[src/core/cdx_pkg.sv]
// cdx_pkg: constants for the complement / decrement execution block
// assumes: 12-bit instruction words, 8-bit data path, 32 file registers
package cdx_pkg;

  // ****************************************************************
  // instruction fields
  // ****************************************************************
  localparam int INSTR_W = 12;
  localparam int DATA_W = 8;
  localparam int ADDR_W = 5;
  localparam int OPC_HI = 11;
  localparam int OPC_LO = 6;
  localparam int DEST_BIT = 5;
  localparam int ADDR_HI = 4;
  localparam int ADDR_LO = 0;

  // ****************************************************************
  // opcodes (upper six bits)
  // ****************************************************************
  localparam logic [5:0] OPC_COMPLEMENT = 6'h09;
  localparam logic [5:0] OPC_DECREMENT = 6'h03;
  localparam logic [5:0] OPC_DEC_SKIP = 6'h0b;

  // ****************************************************************
  // constants
  // ****************************************************************
  localparam logic [7:0] DATA_ZERO = 8'h00;
  localparam logic [7:0] DATA_ONE = 8'h01;
  localparam logic [7:0] W_RESET = 8'h00;
  localparam logic [11:0] NOP_WORD = 12'h000;
  localparam logic DEST_W = 1'b0;

  // ****************************************************************
  // execution states
  // ****************************************************************
  typedef enum logic [1:0] {
    CDX_RUN = 2'b01,
    CDX_SKIP = 2'b10
  } cdx_state_t;

endpackage : cdx_pkg

[src/core/cdx_alu.sv]
// cdx_alu: combinational result and zero test for the three operations
// assumes: operand already read from the addressed file register
`timescale 1ns/1ps
`default_nettype none

module cdx_alu (
  // operation select
  input wire logic do_complement,
  // operand
  input wire logic [7:0] operand,
  // result
  output logic [7:0] result,
  output logic result_zero
);

  always_comb
  begin
    if (do_complement)
    begin
      result = ~operand;
    end
    else
    begin
      result = operand - cdx_pkg::DATA_ONE;
    end
    result_zero = (result == cdx_pkg::DATA_ZERO);
  end

endmodule : cdx_alu

`default_nettype wire

[src/core/cdx_exec.sv]
// cdx_exec: decodes and executes complement, decrement and decrement-skip
// assumes: one instruction per sys_clk cycle; file register read is combinational
// through file_addr / file_rdata; other opcodes are handled elsewhere
`timescale 1ns/1ps
`default_nettype none

// Functional notes
// - complement opcode writes inverted file register to destination, updates zero, one cycle
// - destination bit 0 selects working register, 1 writes back to file register
// - decrement-skip writes file minus one to destination, leaves all flags alone
// - zero result of decrement-skip replaces next fetched instruction with no-op
module cdx_exec (
  // clock and reset
  input wire logic sys_clk,
  input wire logic rstn,
  // instruction stream
  input wire logic instr_valid,
  input wire logic [11:0] instr,
  // file register read
  output logic [4:0] file_addr,
  input wire logic [7:0] file_rdata,
  // file register write
  output logic file_we_q,
  output logic [4:0] file_waddr_q,
  output logic [7:0] file_wdata_q,
  // working register and zero flag
  output logic [7:0] w_q,
  output logic zero_flag_q,
  // skip status
  output logic nop_exec_q,
  output logic done_q
);

  // ****************************************************************
  // decode
  // ****************************************************************
  logic [5:0] opc;
  logic dest;
  logic [4:0] addr;
  logic in_skip;
  logic is_com;
  logic is_dec;
  logic is_dsz;
  logic hit;
  logic [7:0] result;
  logic result_zero;
  cdx_pkg::cdx_state_t state_q;
  cdx_pkg::cdx_state_t state_d;

  assign opc = instr[cdx_pkg::OPC_HI:cdx_pkg::OPC_LO];
  assign dest = instr[cdx_pkg::DEST_BIT];
  assign addr = instr[cdx_pkg::ADDR_HI:cdx_pkg::ADDR_LO];
  assign in_skip = (state_q == cdx_pkg::CDX_SKIP);
  assign is_com = instr_valid && !in_skip && (opc == cdx_pkg::OPC_COMPLEMENT);
  assign is_dec = instr_valid && !in_skip && (opc == cdx_pkg::OPC_DECREMENT);
  assign is_dsz = instr_valid && !in_skip && (opc == cdx_pkg::OPC_DEC_SKIP);
  assign hit = is_com || is_dec || is_dsz;
  // output from combinational address: read happens in the issue cycle
  assign file_addr = addr;

  cdx_alu u_alu (
    .do_complement(is_com),
    .operand(file_rdata),
    .result(result),
    .result_zero(result_zero)
  );

  // ****************************************************************
  // next state
  // ****************************************************************
  logic file_we_d;
  logic [4:0] file_waddr_d;
  logic [7:0] file_wdata_d;
  logic [7:0] w_d;
  logic zero_flag_d;
  logic nop_exec_d;
  logic done_d;

  always_comb
  begin
    state_d = state_q;
    file_we_d = 1'b0;
    file_waddr_d = addr;
    file_wdata_d = result;
    w_d = w_q;
    zero_flag_d = zero_flag_q;
    nop_exec_d = 1'b0;
    done_d = 1'b0;
    case (state_q)
      cdx_pkg::CDX_RUN:
      begin
        if (hit)
        begin
          done_d = !(is_dsz && result_zero);
          if (dest == cdx_pkg::DEST_W)
          begin
            w_d = result;
          end
          else
          begin
            file_we_d = 1'b1;
          end
          // decrement-skip never reaches the zero flag
          if (is_com || is_dec)
          begin
            zero_flag_d = result_zero;
          end
          if (is_dsz && result_zero)
          begin
            state_d = cdx_pkg::CDX_SKIP;
          end
        end
      end
      cdx_pkg::CDX_SKIP:
      begin
        // fetched word is discarded; a no-op runs instead
        if (instr_valid)
        begin
          nop_exec_d = 1'b1;
          done_d = 1'b1;
          state_d = cdx_pkg::CDX_RUN;
        end
      end
      default:
      begin
        state_d = cdx_pkg::CDX_RUN;
      end
    endcase
  end

  always_ff @(posedge sys_clk or negedge rstn)
  begin
    if (!rstn)
    begin
      state_q <= cdx_pkg::CDX_RUN;
      file_we_q <= 1'b0;
      file_waddr_q <= 5'h00;
      file_wdata_q <= cdx_pkg::DATA_ZERO;
      w_q <= cdx_pkg::W_RESET;
      zero_flag_q <= 1'b0;
      nop_exec_q <= 1'b0;
      done_q <= 1'b0;
    end
    else
    begin
      state_q <= state_d;
      file_we_q <= file_we_d;
      file_waddr_q <= file_waddr_d;
      file_wdata_q <= file_wdata_d;
      w_q <= w_d;
      zero_flag_q <= zero_flag_d;
      nop_exec_q <= nop_exec_d;
      done_q <= done_d;
    end
  end

  // ****************************************************************
  // checks
  // ****************************************************************
  property p_com_result;
    @(posedge sys_clk) disable iff (!rstn)
    is_com |=> (zero_flag_q == ((~$past(file_rdata)) == cdx_pkg::DATA_ZERO)) && done_q;
  endproperty
  a_com_result: assert property (p_com_result) else $error("complement result wrong");

  property p_com_value;
    @(posedge sys_clk) disable iff (!rstn)
    is_com |=> file_wdata_q == ~$past(file_rdata);
  endproperty
  a_com_value: assert property (p_com_value) else $error("complement value wrong");

  property p_dest_file;
    @(posedge sys_clk) disable iff (!rstn)
    (hit && dest) |=> file_we_q && (file_waddr_q == $past(addr)) && $stable(w_q);
  endproperty
  a_dest_file: assert property (p_dest_file) else $error("file write-back missing");

  property p_dest_w;
    @(posedge sys_clk) disable iff (!rstn)
    (hit && !dest) |=> !file_we_q && (w_q == $past(result));
  endproperty
  a_dest_w: assert property (p_dest_w) else $error("working register not loaded");

  property p_dec_value;
    @(posedge sys_clk) disable iff (!rstn)
    is_dec |=> (file_wdata_q == $past(file_rdata) - cdx_pkg::DATA_ONE) && done_q;
  endproperty
  a_dec_value: assert property (p_dec_value) else $error("decrement value wrong");

  property p_dsz_flags;
    @(posedge sys_clk) disable iff (!rstn)
    is_dsz |=> $stable(zero_flag_q);
  endproperty
  a_dsz_flags: assert property (p_dsz_flags) else $error("skip op changed zero flag");

  property p_skip_nop;
    @(posedge sys_clk) disable iff (!rstn)
    (is_dsz && result_zero) |=> !done_q && !nop_exec_q && in_skip;
  endproperty
  a_skip_nop: assert property (p_skip_nop) else $error("skip sequence broken");

  property p_skip_hold;
    @(posedge sys_clk) disable iff (!rstn)
    (in_skip && instr_valid) |=> $stable(w_q) && $stable(zero_flag_q) && !file_we_q;
  endproperty
  a_skip_hold: assert property (p_skip_hold) else $error("discarded word took effect");

  property p_dsz_one;
    @(posedge sys_clk) disable iff (!rstn)
    (is_dsz && !result_zero) |=> done_q && !in_skip;
  endproperty
  a_dsz_one: assert property (p_dsz_one) else $error("nonzero skip op not single cycle");

  property p_skip_two;
    @(posedge sys_clk) disable iff (!rstn)
    (is_dsz && result_zero) ##1 instr_valid |=> nop_exec_q && done_q && !file_we_q;
  endproperty
  a_skip_two: assert property (p_skip_two) else $error("no-op not executed");

  property p_zero_set;
    @(posedge sys_clk) disable iff (!rstn)
    (is_com || is_dec) |=> zero_flag_q == ($past(result) == cdx_pkg::DATA_ZERO);
  endproperty
  a_zero_set: assert property (p_zero_set) else $error("zero flag wrong");

endmodule : cdx_exec

`default_nettype wire

[config.mk]
export PLATFORM = sky130hd
export DESIGN_NAME = cdx_exec
export DESIGN_NICKNAME = d
export VERILOG_FILES = /design/src/core/cdx_pkg.sv /design/src/core/cdx_alu.sv /design/src/core/cdx_exec.sv
export SDC_FILE = /design/constraint.sdc
export NUM_CORES = 1
export LEC_CHECK = 0
export BUFFER_PORTS_ARGS = -buffer_cell sky130_fd_sc_hd__buf_2
export CORE_ASPECT_RATIO = 0.9
export CORE_MARGIN = 2
export CORE_UTILIZATION = 45
export DETAILED_ROUTE_END_ITERATION = 12
export PLACE_DENSITY = 0.83
export SLEW_MARGIN = 20
export SYNTH_ARGS = -nofsm -noshare
export SYNTH_HDL_FRONTEND = slang
export SYNTH_SLANG_ARGS = --single-unit
export TNS_END_PERCENT = 50
[constraint.sdc]
create_clock -name sys_clk -period 2.5 [get_ports sys_clk]
set_input_delay 0.25 -clock sys_clk [delete_from_list [all_inputs] [get_ports sys_clk]]
set_output_delay 0.25 -clock sys_clk [all_outputs]
set_load 0.02 [all_outputs]
Word level (Yosys, flattened, before mapping). Index checks and enable logic that the tools add are counted.

Equal/unequal tests: 8. Bitwise gates (word level): 2. Add/sub/neg operators: 1. Multiplexer cells: 12. Reductions and logical operators: 13.

Operators with widths (count): 6-bit by 4-bit equality test with 1-bit output, second input constant (2); 3-bit AND reduction (3); 8-bit zero test (1); 8-bit 2-to-1 mux (1); 8-bit inverter (1); 8-bit by 1-bit subtractor with 8-bit output, second input constant (1); 6-bit by 2-bit equality test with 1-bit output, second input constant (1); 1-bit 2-to-1 mux (6); 2-bit 2-to-1 mux (3); 2-bit != test, second input constant (3); 1-bit logical AND (5); 2-bit case mux with 2 select lines (1); 2-bit by 1-bit equality test with 1-bit output, second input constant (1); 2-bit equality test, second input constant (1); 1-bit zero test (2); 1-bit logical OR (2); 1-bit case mux with 2 select lines (1); 1-bit inverter (1).

Flip-flop bits (word level): 27. Word-level logic and storage cells: 44. Input bits: 23. Output and inout bits: 30.

Longest topological paths before layout.
Word-level depth: 10. Mapped depth: 9. Depth with buffers taken out: 8.

By module. Synthesis repeated with hierarchy kept, for this count alone.

Cells, all modules: 96. Area total of the unflattened synthesis: 1214.9 µm².

Modules (own cells, without submodules): cdx_exec (area each 989.7 µm², instances 1, sequential area each 676.9 µm², cells each 65); cdx_alu (area each 225.2 µm², instances 1, sequential area each 0.0 µm², cells each 31).

Least setup slack after synthesis. OpenSTA, ideal clock, no wires.

Kind: flip-flop to flip-flop. Start: register state_q[0]. End: register w_q[0]. Period minus slack after synthesis: 2.227 ns. Data arrival time: 2.102 ns. Stages on the path, launching flop included: 8. Path buffers: 0. Slack: 0.273 ns. Required time: 2.375 ns. Setup time: 0.125 ns. Cells stage by stage: dfstp_2 > inv_1 > ha_1 > and4bb_4 > nor3b_1 > o211ai_1 > nor2_4 > mux2_2.

Word-level cells in the longest chain between the ends: 7. Elaborated cells between the ends (all ways): 11. Those cells by class: 2 x eq/ne; 1 x mux; 8 x reduce/logical.

Ends and longest elaborated chain: start: declaration (line cdx_exec.sv:47) `cdx_pkg::cdx_state_t state_q;`; start signal: assignment (line cdx_exec.sv:135) `state_q <= cdx_pkg::CDX_RUN;`; start signal: assignment (line cdx_exec.sv:146) `state_q <= state_d;`; 2-bit equality test (line cdx_exec.sv:53) `assign in_skip = (state_q == cdx_pkg::CDX_SKIP);`; 1-bit zero test (line cdx_exec.sv:54, cdx_exec.sv:55, cdx_exec.sv:56); 1-bit logical AND (line cdx_exec.sv:54, cdx_exec.sv:55, cdx_exec.sv:56); 1-bit logical AND, on equally long branches (line cdx_exec.sv:54, cdx_exec.sv:55); 1-bit logical OR (2 in a row) (line cdx_exec.sv:57) `assign hit = is_com || is_dec || is_dsz;`; 3-bit AND reduction (no line); end signal: assignment (line cdx_exec.sv:139) `w_q <= cdx_pkg::W_RESET;`; end signal: assignment (line cdx_exec.sv:150) `w_q <= w_d;`; end: declaration (line cdx_exec.sv:27) `output logic [7:0] w_q,`.

Several ways; a longest one is shown, not always the timed one. A chain may end at the register's enable or synchronous reset.

Final worst setup path.
Start: register state_q[0]. End: register w_q[5].

The elaborated chain is that of the path after synthesis.

==> flow_summary.ini <==
[routing]
drtAntennaViolNets = 0
via_per_inst = 5.10
vias = 1010
drcViolationCount = 0
wl_per_cell_um = 13.3
routed_wl_um = 2640
dr.pass1.iters = 4
drt_iter0_markers = 28

[power_and_ir_drop]
combPwrFrac_pct = 23.8
p_int_mw = 0.617
p_sw_share_pct = 29.4
worst_ir_drop_vdd_mv = 0.239
power_density_nw_per_um2 = 542
clkPwrFrac_pct = 20.3
power.leakage_nw = 0.826
seqPwrFrac_pct = 55.9
power.net_switching_mw = 0.257

[cts]
root_buffer = clkbuf_4
cts.path.max_buffers = 2
path_clk_slew_ns = 0.13
clk_latency_ns = 0.31
htree_levels = 1
cts_tree = yes
numClockSinks = 27
cts_buffers = 3

[layout]
antenna_cells = 0
final_area_um2 = 1610
drive_above_1_share_pct = 48.1
nNetsFinal = 185
area_growth_syn_to_layout_pct = 21.7

[grt]
grt-ovfl-total = 0
grt_pass1_vias = 1013
grt_max_degree = 28
antenna_found_initial = 0
grt_use_total_pct = 16.7
grt_pass1_wl_um = 4320

[job]
drv_cap = 0

[worst_setup_path]
worstSetupStartpointType = flip-flop
crit_required_ns = 2.72
r2r_start = state_q[0]
endpoint_kind = flip-flop
cp_max_fo = 8
rrSetupSlack_ns = 0.14
crit_type = flip-flop to flip-flop
r2r-end = w_q[5]
worst-r2r-cell-count = 7
arrival_ns = 2.57

[sta]
whs_ns = 0.0418
period_share_pct = 94.4
rsz0062_at_grt = false
worst_slew_pin_slew_ns = 0.571
hold_viol_final = 0
max_freq_mhz = 424
finalSetupViolCount = 0
drv_slew = 0
clock_skew_ns = 0.000854
tns_ns = 0
slew_headroom_pct = 61.9
layout_setup_ws_ns = 0.140
min_period_ns = 2.36

[synth]
syn-num-nets = 135
async_reset_ff_share_pct = 100
ys.flop_type = dfrtp_1
synth_edf_count = 0
syn_area_um2 = 1330
synth.yosys.seq_area_share_pct = 51.1
synth_top_area_cell = dfrtp_1
synth_area_leaders = dfrtp_1 49%, mux2_2 6.8%, xnor2_1 3.3%
ys_ff_latch = 27
ys_warn_count = 0
synth.distinct_cells = 41
synth_top_area_share_pct = 49.1
synth_cells = 109
avgSynthCellArea_um2 = 12.2

[floorplan]
row_count = 18
fp.coreArea_um2 = 2770
start_util_pct = 47.8
die_y_um = 55.5
io_pins = 53
die_x_um = 61.2
die_area_um2 = 3400

[worst_hold_path]
min_to = file_waddr_q[4]
hold_path_startpoint = instr[4]
hold_depth = 1
hold_path_class = primary input to flip-flop

[placement]
gp_congestion = 0.833
post_dp_cell_area_um2 = 1570
io_buffers = 52
dpl_worst_slack_ns = 0.0424
dpl.hpwl_um = 2130

[run_status]
outcome = finished, final reports clean
## per-layer routing
layer | wire length, µm | part of all wire (%) | track usage (%) | vias up
li1 | - | - | - | 471
met1 | 1100 | 42 | 20.1 | 493
met2 | 1330 | 50 | 28.1 | 41
met3 | 153 | 5.8 | 2.34 | 5
met4 | 55 | 2.1 | 8.39 | 0
met5 | 0 | 0 | 0 | -
## placed cells by master, fill, tap and decap left out, drive strengths merged, types with 2 or more instances in the layout
cell and n:
nand3 2, nor4 2, nand4 2, and2 3, xnor2 5, mux2 8
clkbuf 4, xor2 2, inv 8, buf 52, nand2 2, nor2 7
dfrtp 26, and3 3, nor4b 2, a21oi 6, o21ai 4, nor3b 2
ha 3
## critical path, cell delays in order (launching register included)
cell and delay [ns]:
dfstp_2 0.57, inv_1 0.04, ha_1 0.21, and4bb_4 0.34, nor3b_2 0.22, o211ai_1 0.22
nor2_4 0.29, mux2_2 0.37
## power groups by stage
stage          Sequential [mW]  Clock [mW]  Combinational [mW]
6_report                 0.489       0.178               0.208
5_1_grt                  0.494       0.205               0.226
4_1_cts                  0.489       0.184               0.210
3_5_place_dp             0.498           0               0.208
3_3_place_gp             0.496           0               0.201
2_1_floorplan            0.549           0              0.0736
## registers in the layout, summed over array words and instances, names as in the netlist
register	count
file_we_q	1
done_q	1
zero_flag_q	1
file_wdata_q	8
w_q	8
nop_exec_q	1
state_q	2
file_waddr_q	5
## what timing repair did
item,CTS,global route
hold buffers,1,0
gates resized for setup,0,1
setup buffers,0,0
setup endpoints to repair,0,8
endpoints found under the hold margin,26,0
## how the worst max path moves through the flow
stage	end	cells after the start	slack (ns)	start
finish	w_q[5]	7	0.14	state_q[0]
global route	w_q[5]	7	0.02	state_q[0]
CTS	w_q[5]	7	0.04	state_q[0]
detailed placement	w_q[5]	7	0.04	state_q[0]
global placement	w_q[3]	7	0.16	state_q[0]
floorplan	w_q[0]	7	0.27	state_q[0]
## final cells by class
class / instances / area [µm²]
Clock buffer: 4 / 26.3
Fill cell: 239 / 1160
Inverter: 8 / 30.0
Multi-Input combinational cell: 66 / 559
Sequential cell: 27 / 677
Tap cell: 40 / 50.0
Timing Repair Buffer: 53 / 270
## cell usage after synthesis (2+ instances only)
| library cell | instances |
|---|---|
| nand3_1 | 2 |
| nand2_1 | 2 |
| dfrtp_1 | 26 |
| xor2_1 | 2 |
| ha_1 | 3 |
| inv_1 | 8 |
| nor3b_1 | 2 |
| and3_2 | 2 |
| nand4_1 | 2 |
| buf_6 | 2 |
| nor2_1 | 6 |
| a21oi_1 | 6 |
| mux2_2 | 8 |
| xnor2_1 | 5 |
| buf_4 | 5 |
| o21ai_0 | 3 |
## cells by family after synthesis
group | Yosys count | share of synthesized area, %
flip-flops | 27 | 51.1
AND/OR/NAND/NOR | 29 | 17.3
multiplexers | 8 | 6.80
XOR/XNOR | 7 | 4.63
AO/OA/AOI/OAI | 19 | 10.3
buffers and inverters | 16 | 7.08
adder cells (fa/ha/maj) | 3 | 2.83
## metrics by stage
stage / power [mW] / instances / utilization (%)
finish: 0.874 / 198 / 58.2
global route: 0.926 / 198 / 58.2
CTS: 0.883 / 198 / 58.0
detailed placement: 0.706 / 193 / 56.7
global placement: 0.697 / 193 / 56.7
floorplan: 0.622 / 109 / -
No activity file was read; power rests on OpenSTA's default activity.
